## config.mk

```make
export PLATFORM = sky130hd
export DESIGN_NAME = mmbd_decoder
export DESIGN_NICKNAME = d
export VERILOG_FILES = /design/src/mmbd_pkg.sv /design/src/mmbd_decoder.sv
export SDC_FILE = /design/constraint.sdc
export NUM_CORES = 1
export LEC_CHECK = 0
export ABC_CLOCK_PERIOD_IN_PS = 1750
export BUFFER_PORTS_ARGS = -buffer_cell sky130_fd_sc_hd__buf_2
export CORE_ASPECT_RATIO = 2
export CORE_MARGIN = 4
export CORE_UTILIZATION = 39
export DETAILED_ROUTE_END_ITERATION = 10
export PLACE_DENSITY = 0.79
export REMOVE_ABC_BUFFERS = 1
export SLEW_MARGIN = 25
export SYNTH_ARGS = -nofsm -noshare
export SYNTH_HDL_FRONTEND = slang
export SYNTH_SLANG_ARGS = --single-unit
export TNS_END_PERCENT = 30
```

## constraint.sdc

```tcl
create_clock -name sys_clk -period 1.75 [get_ports sys_clk]
set_input_delay 0.35 -clock sys_clk [delete_from_list [all_inputs] [get_ports sys_clk]]
set_output_delay 0.35 -clock sys_clk [all_outputs]
set_load 0.1 [all_outputs]
```

## src/mmbd_pkg.sv

```systemverilog
// Purpose: shared constants and types for the memory mode bus decoder
// Assumes: 16-bit cpu address, 8-bit data, port d pins selected per pin
// Notes:   all address windows are inclusive
package mmbd_pkg;
  localparam logic [15:0] PF_EXT_LO   = 16'h1020;
  localparam logic [15:0] PF_EXT_HI   = 16'h102F;
  localparam logic [15:0] PF_TOP_LO   = 16'h10C0;
  localparam logic [15:0] PF_TOP_HI   = 16'h10FF;
  localparam logic [15:0] LOW_CS_LO   = 16'h2000;
  localparam logic [15:0] LOW_CS_HI   = 16'h3FFF;
  localparam logic [15:0] PROG_LO     = 16'h4000;
  localparam logic [15:0] PROG_HI     = 16'h7FFF;
  localparam logic [15:0] HIGH_CS_LO  = 16'h8000;
  localparam logic [15:0] HIGH_CS_HI  = 16'hFFFF;
  localparam logic        MEM_DIS_RST = 1'b1;
  // port d pin indices
  localparam int PD_LRA  = 0;
  localparam int PD_LRB  = 1;
  localparam int PD_HRA  = 2;
  localparam int PD_HRB  = 3;
  localparam int PD_HRC  = 4;
  localparam int PD_PFS  = 5;
  localparam int PD_OCF  = 6;
  localparam int PD_EDS  = 7;
  localparam int PD_WAIT = 5;
  // per-pin function of a port d pin
  typedef enum logic [1:0] {MMBD_GPIO, MMBD_FUNC_A, MMBD_FUNC_B} mmbd_pin_fn_t;
  typedef enum logic {MMBD_MICROCOMPUTER, MMBD_MICROPROCESSOR} mmbd_mode_t;
  // cpu access request
  typedef struct packed {
    logic        valid;
    logic        write;
    logic        fetch;
    logic [15:0] addr;
    logic [7:0]  wdata;
  } mmbd_access_t;
  // software port configuration
  typedef struct packed {
    logic [7:0] a_bus_en;
    logic [7:0] b_bus_en;
    logic [7:0] c_bus_en;
    logic [15:0] d_fn;
    logic [7:0] a_gpio_out;
    logic [7:0] a_gpio_oe;
    logic [7:0] b_gpio_out;
    logic [7:0] b_gpio_oe;
    logic [7:0] c_gpio_out;
    logic [7:0] c_gpio_oe;
    logic [7:0] d_gpio_out;
    logic [7:0] d_gpio_oe;
  } mmbd_port_cfg_t;
endpackage

```

## src/mmbd_decoder.sv

```systemverilog
// Purpose: memory mode latch, external bus mapping and chip-select predecode
// Assumes: cpu holds an access stable while ext_busy is high
// Notes:   pins use separate out and output enable signals, with inputs on ports a and d only
//          the mode is taken once after reset; moving the pin later has no effect
//          port_cfg is ignored for bus and function pins in processor mode
//          wait is honoured only on a port d pin set to bus control
//
// Behaviour
// - expansion mode: A data, B/C address, D control
// - unused bus pins serve as gpio
// - address and data on separate pins
// - each port d pin picks its function
// - 2000h-3FFFh asserts both low-range selects
// - 8000h-FFFFh asserts enabled high-range selects
// - 10C0h-10FFh asserts peripheral frame select
// - internal expansion areas never go external
// - chip selects share strobe timing
// - strobe low on every external access
// - processor mode keeps register file, nonvolatile
// - processor strobe ranges with memory disabled
// - processor mode forces bus ports, locked
// - no chip selects in bus-control function
// - processor fetches code and vectors externally
// - cleared disable bit maps 4000h-7FFFh inside
// - 1020h-102Fh dead with internal memory
// - disable bit swaps vector memory in/out
// - disable bit reads set after reset
// - mode latched at reset release
// - bus control: fetch flag, strobe, wait
`timescale 1ns/1ns
module mmbd_decoder (
  input  wire logic                    sys_clk,
  input  wire logic                    rst_n,
  input  wire logic                    mode_select_pin,
  input  wire mmbd_pkg::mmbd_access_t  cpu_access,
  input  wire mmbd_pkg::mmbd_port_cfg_t port_cfg,
  input  wire logic                    mem_disable_wr,
  input  wire logic                    mem_disable_wdata,
  input  wire logic [7:0]              port_a_in,
  input  wire logic [7:0]              port_d_in,
  output logic [7:0]                   port_a_out,
  output logic [7:0]                   port_a_oe,
  output logic [7:0]                   port_b_out,
  output logic [7:0]                   port_b_oe,
  output logic [7:0]                   port_c_out,
  output logic [7:0]                   port_c_oe,
  output logic [7:0]                   port_d_out,
  output logic [7:0]                   port_d_oe,
  output logic [7:0]                   ext_rdata,
  output logic                         ext_busy,
  output logic                         ext_selected,
  output logic                         mem_disable,
  output logic                         microprocessor_mode
);
  // synchroniser stages for pins
  logic [7:0]             pa_s1_reg;
  logic [7:0]             pa_s2_reg;
  logic [7:0]             pd_s1_reg;
  logic [7:0]             pd_s2_reg;
  logic                   mc_s1_reg;
  logic                   mc_s2_reg;
  // mode latch and the software disable bit
  logic                   rst_seen_reg;
  logic                   rst_seen_next;
  mmbd_pkg::mmbd_mode_t   mode_reg;
  mmbd_pkg::mmbd_mode_t   mode_next;
  logic                   mem_dis_reg;
  logic                   mem_dis_next;
  // registered pin drive, so no decode glitch reaches a pin
  logic [7:0]             pa_out_reg;
  logic [7:0]             pa_out_next;
  logic [7:0]             pa_oe_reg;
  logic [7:0]             pa_oe_next;
  logic [7:0]             pb_out_reg;
  logic [7:0]             pb_out_next;
  logic [7:0]             pb_oe_reg;
  logic [7:0]             pb_oe_next;
  logic [7:0]             pc_out_reg;
  logic [7:0]             pc_out_next;
  logic [7:0]             pc_oe_reg;
  logic [7:0]             pc_oe_next;
  logic [7:0]             pd_out_reg;
  logic [7:0]             pd_out_next;
  logic [7:0]             pd_oe_reg;
  logic [7:0]             pd_oe_next;
  // access status back to the cpu side
  logic [7:0]             rdata_reg;
  logic [7:0]             rdata_next;
  logic                   sel_reg;
  logic                   sel_next;
  logic                   busy_reg;
  logic                   busy_next;
  // combinational decode results
  logic                   strobe_on;
  logic                   cs_low_hit;
  logic                   cs_high_hit;
  logic                   cs_pf_hit;
  logic                   wait_low;
  mmbd_pkg::mmbd_pin_fn_t d_fn [8];

  function automatic logic in_range(input logic [15:0] a, input logic [15:0] lo, input logic [15:0] hi);
    in_range = (a >= lo) && (a <= hi);
  endfunction

  // pins cross two flops; the first stage feeds only the second
  always_ff @(posedge sys_clk) begin
    pa_s1_reg <= port_a_in;
    pa_s2_reg <= pa_s1_reg;
    pd_s1_reg <= port_d_in;
    pd_s2_reg <= pd_s1_reg;
    mc_s1_reg <= mode_select_pin;
    mc_s2_reg <= mc_s1_reg;
  end

  // functions forced
  // processor mode overrides software: d gets bus control, a/b/c bus
  genvar gi;
  generate
    for (gi = 0; gi < 8; gi++) begin : g_dfn
      assign d_fn[gi] = (mode_reg == mmbd_pkg::MMBD_MICROPROCESSOR) ? mmbd_pkg::MMBD_FUNC_B :
                        mmbd_pkg::mmbd_pin_fn_t'(port_cfg.d_fn[2*gi +: 2]);
    end
  endgenerate

  // address decode for the strobe and the predecoded selects
  always_comb begin
    strobe_on   = 1'b0;
    cs_low_hit  = 1'b0;
    cs_high_hit = 1'b0;
    cs_pf_hit   = 1'b0;
    if (cpu_access.valid) begin
      case (mode_reg)
        mmbd_pkg::MMBD_MICROPROCESSOR: begin
          strobe_on = in_range(cpu_access.addr, mmbd_pkg::PF_TOP_LO, mmbd_pkg::PF_TOP_HI) ||
                      in_range(cpu_access.addr, mmbd_pkg::LOW_CS_LO, mmbd_pkg::HIGH_CS_HI);
          if (mem_dis_reg) begin
            strobe_on = strobe_on || in_range(cpu_access.addr, mmbd_pkg::PF_EXT_LO, mmbd_pkg::PF_EXT_HI);
          end else if (in_range(cpu_access.addr, mmbd_pkg::PROG_LO, mmbd_pkg::PROG_HI)) begin
            strobe_on = 1'b0;
          end
        end
        mmbd_pkg::MMBD_MICROCOMPUTER: begin
          // internal areas excluded
          // program space stays internal, only the chip-select windows go out
          cs_pf_hit   = in_range(cpu_access.addr, mmbd_pkg::PF_TOP_LO, mmbd_pkg::PF_TOP_HI);
          cs_low_hit  = in_range(cpu_access.addr, mmbd_pkg::LOW_CS_LO, mmbd_pkg::LOW_CS_HI);
          cs_high_hit = in_range(cpu_access.addr, mmbd_pkg::HIGH_CS_LO, mmbd_pkg::HIGH_CS_HI);
          strobe_on   = cs_pf_hit || cs_low_hit || cs_high_hit;
        end
        default: strobe_on = 1'b0;
      endcase
    end
  end

  // wait input
  // wait is sampled only on a pin set to bus control
  assign wait_low = (d_fn[mmbd_pkg::PD_WAIT] == mmbd_pkg::MMBD_FUNC_B) && !pd_s2_reg[mmbd_pkg::PD_WAIT];

  // mode, disable bit and access tracking
  always_comb begin
    rst_seen_next = 1'b1;
    mode_next     = mode_reg;
    mem_dis_next  = mem_dis_reg;
    // latch at release
    // first cycle after reset release captures the synchronised pin
    if (!rst_seen_reg) begin
      mode_next = mc_s2_reg ? mmbd_pkg::MMBD_MICROPROCESSOR : mmbd_pkg::MMBD_MICROCOMPUTER;
    end
    // disable bit only has meaning in processor mode
    if (mem_disable_wr && mode_reg == mmbd_pkg::MMBD_MICROPROCESSOR) begin
      mem_dis_next = mem_disable_wdata;
    end
    sel_next   = strobe_on;
    busy_next  = strobe_on && wait_low;
    rdata_next = strobe_on ? pa_s2_reg : rdata_reg;
  end

  // pin drive computation
  always_comb begin
    pa_out_next = port_cfg.a_gpio_out;
    pa_oe_next  = port_cfg.a_gpio_oe;
    pb_out_next = port_cfg.b_gpio_out;
    pb_oe_next  = port_cfg.b_gpio_oe;
    pc_out_next = port_cfg.c_gpio_out;
    pc_oe_next  = port_cfg.c_gpio_oe;
    pd_out_next = port_cfg.d_gpio_out;
    pd_oe_next  = port_cfg.d_gpio_oe;
    for (int i = 0; i < 8; i++) begin
      // separate buses
      // address and data never share pins, so no external latch
      if (mode_reg == mmbd_pkg::MMBD_MICROPROCESSOR || port_cfg.b_bus_en[i]) begin
        pb_out_next[i] = cpu_access.addr[8+i];
        pb_oe_next[i]  = 1'b1;
      end
      if (mode_reg == mmbd_pkg::MMBD_MICROPROCESSOR || port_cfg.c_bus_en[i]) begin
        pc_out_next[i] = cpu_access.addr[i];
        pc_oe_next[i]  = 1'b1;
      end
      if (mode_reg == mmbd_pkg::MMBD_MICROPROCESSOR || port_cfg.a_bus_en[i]) begin
        pa_out_next[i] = cpu_access.wdata[i];
        pa_oe_next[i]  = strobe_on && cpu_access.write;
      end
      case (d_fn[i])
        mmbd_pkg::MMBD_FUNC_A: begin
          pd_oe_next[i]  = 1'b1;
          pd_out_next[i] = 1'b1;
        end
        mmbd_pkg::MMBD_FUNC_B: begin
          pd_oe_next[i]  = (i == mmbd_pkg::PD_OCF) || (i == mmbd_pkg::PD_EDS);
          pd_out_next[i] = 1'b1;
        end
        default: ;
      endcase
    end
    // chip selects and bus control pins
    // selects and strobe come from the same registered decode
    if (d_fn[mmbd_pkg::PD_LRA] == mmbd_pkg::MMBD_FUNC_A) pd_out_next[mmbd_pkg::PD_LRA] = !cs_low_hit;
    if (d_fn[mmbd_pkg::PD_LRB] == mmbd_pkg::MMBD_FUNC_A) pd_out_next[mmbd_pkg::PD_LRB] = !cs_low_hit;
    if (d_fn[mmbd_pkg::PD_HRA] == mmbd_pkg::MMBD_FUNC_A) pd_out_next[mmbd_pkg::PD_HRA] = !cs_high_hit;
    if (d_fn[mmbd_pkg::PD_HRB] == mmbd_pkg::MMBD_FUNC_A) pd_out_next[mmbd_pkg::PD_HRB] = !cs_high_hit;
    if (d_fn[mmbd_pkg::PD_HRC] == mmbd_pkg::MMBD_FUNC_A) pd_out_next[mmbd_pkg::PD_HRC] = !cs_high_hit;
    if (d_fn[mmbd_pkg::PD_PFS] == mmbd_pkg::MMBD_FUNC_A) pd_out_next[mmbd_pkg::PD_PFS] = !cs_pf_hit;
    if (d_fn[mmbd_pkg::PD_EDS] == mmbd_pkg::MMBD_FUNC_B) pd_out_next[mmbd_pkg::PD_EDS] = !strobe_on;
    if (d_fn[mmbd_pkg::PD_OCF] == mmbd_pkg::MMBD_FUNC_B) begin
      pd_out_next[mmbd_pkg::PD_OCF] = !(strobe_on && cpu_access.fetch);
    end
  end

  // state registers; pins released and selects idle in reset
  always_ff @(posedge sys_clk) begin
    if (!rst_n) begin
      rst_seen_reg <= 1'b0;
      mode_reg     <= mmbd_pkg::MMBD_MICROCOMPUTER;
      mem_dis_reg  <= mmbd_pkg::MEM_DIS_RST;
      pa_out_reg   <= 8'h00;
      pa_oe_reg    <= 8'h00;
      pb_out_reg   <= 8'h00;
      pb_oe_reg    <= 8'h00;
      pc_out_reg   <= 8'h00;
      pc_oe_reg    <= 8'h00;
      pd_out_reg   <= 8'hFF;
      pd_oe_reg    <= 8'h00;
      rdata_reg    <= 8'h00;
      sel_reg      <= 1'b0;
      busy_reg     <= 1'b0;
    end else begin
      rst_seen_reg <= rst_seen_next;
      mode_reg     <= mode_next;
      mem_dis_reg  <= mem_dis_next;
      pa_out_reg   <= pa_out_next;
      pa_oe_reg    <= pa_oe_next;
      pb_out_reg   <= pb_out_next;
      pb_oe_reg    <= pb_oe_next;
      pc_out_reg   <= pc_out_next;
      pc_oe_reg    <= pc_oe_next;
      pd_out_reg   <= pd_out_next;
      pd_oe_reg    <= pd_oe_next;
      rdata_reg    <= rdata_next;
      sel_reg      <= sel_next;
      busy_reg     <= busy_next;
    end
  end

  // outputs straight from flops
  assign port_a_out          = pa_out_reg;
  assign port_a_oe           = pa_oe_reg;
  assign port_b_out          = pb_out_reg;
  assign port_b_oe           = pb_oe_reg;
  assign port_c_out          = pc_out_reg;
  assign port_c_oe           = pc_oe_reg;
  assign port_d_out          = pd_out_reg;
  assign port_d_oe           = pd_oe_reg;
  assign ext_rdata           = rdata_reg;
  assign ext_busy            = busy_reg;
  assign ext_selected        = sel_reg;
  assign mem_disable         = mem_dis_reg;
  assign microprocessor_mode = logic'(mode_reg);
endmodule

```

==> summary.txt <==
Outcome
  • Outcome: finished, final reports clean

Clock network
  • CTS tree: done
  • Clock Tree Buf Depth: 2
  • Clock Sinks: 97
  • Worst skew pair latency: 0.33 ns
  • H-tree levels: 3
  • Worst-path clk slew: 0.06 ns
  • CTS root buf: clkbuf_16
  • Hold-fix buffers, CTS: 0
  • CTS Buf Count: 9

Drt
  • 1st-pass router iterations: 4
  • Vias: 3593
  • Detail Route Antenna Nets: 0
  • DRT iter0 DRCs: 168
  • Final WL: 11.3 mm
  • DRC viols: 0
  • Wire per inst: 15.8 um
  • Via/cell ratio: 5.02

Layout
  • Layout area overhead: 44.4%
  • Final non-filler cell total: 716
  • Layout cells sized above 1: 0.431
  • Design area: 5330 um^2
  • Most common cell after layout, fill and taps aside: buf_2
  • Ant. Diodes: 0
  • Fin nets: 775
  • Most frequent cells in the layout: buf_2 (219), dfxtp_1 (96), nand2_1 (50)

Critical path
  • Worst endpoint required time: 1.40 ns
  • Crit-path max FO: 25
  • Largest stage delay, worst path: 0.46 ns
  • CP delay by family, top: buffers and inverters
  • CP endpoint kind: primary output
  • Crit path cell chain: buf_4 > buf_12
  • CP startpoint kind: register
  • Worst Setup Path Type: register to primary output
  • Critical path buffers and inverters: 2
  • WP data arrival: 1.33 ns
  • Critical-path top delay cell: dfxtp_2

Placed design
  • Placed cells: 700
  • PortBufs: 220
  • Placer Congestion: 0.881
  • Post-detail-place hpwl: 8.95 mm
  • DP Area: 5000 um^2

Global route
  • Largest net degree at the start of global routing: 37
  • Initial antenna violation count: 0
  • Tot GR Track Use: 0.197
  • Vias in the first global route: 3684
  • First-pass GRT wire length: 17.4 mm
  • Grt ovf: 0

STA
  • Final-report max-slew violation count: 0
  • Slew HR: 0.653
  • Hold Fails Final Rpt: 0
  • Setup Skew: 0.00660 ns
  • Tightest Pin Transition: 0.524 ns
  • Setup Viol. Count Final: 0
  • Max Clk Rate: 595 MHz
  • Tcrit/Tclk final: 0.960
  • Minimum clock period: 1.68 ns
  • RSZ-0062 raised after global routing: no

Die
  • Initial Utilization: 0.396
  • Die area: 11200 um^2
  • Vert. Die Dim: 146 um
  • Row count: 50
  • Core ar.: 9320 um^2
  • # IOs: 228
  • Die width: 76.8 um

Synthesis
  • Top cell type's share of synthesized area: 0.526
  • Synth area leaders: dfxtp_1 (53%), ha_1 (5.4%), a21boi_0 (5.3%), nand2_1 (5.1%), mux2i_1 (4.1%)
  • YS warnings: 0
  • Register area share after synthesis: 0.526
  • Main synth FF type: dfxtp_1
  • Yosys top cell by area: dfxtp_1
  • Post-synth EDFFs: 0
  • Async S/R FF share, synth: 0
  • Cells after Synth: 381
  • Area of the mapped netlist: 3690 um^2
  • Syn_area_per_cell: 9.68 um^2
  • Count of different cell masters after synthesis: 34
  • Yosys reg bits: 97

Power
  • Leakage: 2.72 nW
  • VDD IR-drop max: 718 uV
  • P per Cell Area: 1140 nW/um^2

Hold path
  • Hold Crit Class: input pin to register

Flow run
  • Max Cap Viol: 0
synth_stat cells, types with 2 or more instances:
cell type and n:
a21boi_0 26, a21oi_1 2, a32o_1 8, and3_1 2, and4b_1 2, buf_1 4
buf_6 2, clkbuf_1 14, dfxtp_1 97, ha_1 16, inv_1 19, mux2i_1 15
nand2_1 50, nand2b_1 8, nand3_1 4, nor2_1 32, nor2b_1 7, nor3_1 5
nor4b_1 3, o21ai_0 27, o31a_1 16, o31ai_1 3, or2_2 8
stage by stage:
stage	setup TNS [ns]	setup WS [ns]	total power [mW]	utilization	hold WS, ns
finish	0	0.0697	6.05	0.571	0.114
global route	0	0.00111	6.30	0.571	0.0964
CTS	0	0.0497	6.12	0.571	0.0976
detailed placement	-3.02	-0.200	4.04	0.536	0.312
global placement	-3.08	-0.191	4.00	0.536	0.311
floorplan	-80.21	-1.41	3.59	-	0.310
layer usage:
layer | global-route usage | up-vias | routed length (um)
met2 | 0.355 | 166 | 6080
li1 | - | 1743 | -
met1 | 0.197 | 1637 | 3920
met4 | 0.133 | 0 | 675
met5 | 0 | - | 0
met3 | 0.0428 | 47 | 627
cell type report:
class,instances,area [um^2]
clock buffer,12,267
inverter,19,71.3
timing repair buffer,235,1270
clock inverter,4,56.3
tap,104,130
fill,833,4000
sequential,97,1940
multi-input combinational,245,1590
worst register-to-register path, cell delays in order, from the launching register on:
cell and delay (ns):
dfxtp_2 0.39, buf_4 0.19, or2_2 0.32, ha_1 0.31, mux2i_1 0.20, nor2b_1 0.06
cells by family (layout without fill, tap and decap cells):
group | Yosys count | in the layout | share of synthesized area
buf+inv | 39 | 270 | 0.0438
simple gates | 128 | 128 | 0.168
compound gates | 86 | 86 | 0.167
mux | 15 | 15 | 0.0407
fa+ha+maj | 16 | 16 | 0.0543
flops | 97 | 97 | 0.526
path summary, 6_finish.rpt:
kind,start,endpoint,slack (ns),depth (start not counted)
min reg2reg,pa_s1_reg[3],pa_s2_reg[3],0.33,0
min,port_a_in[2],pa_s1_reg[2],0.11,1
max,microprocessor_mode,microprocessor_mode,0.07,2
max reg2reg,microprocessor_mode,port_d_oe[1],0.19,5
report_power, final:
part	internal [mW]	switching, mW
logic	0.382	1.21
clock network	1.24	0.827
registers	2.35	0.0405
total	3.98	2.08
timing repair:
action	CTS	global route
buffers inserted	0	0
endpoints found under the setup margin	0	1
gates resized for setup	0	1
Power figures use the tool's default switching activity.
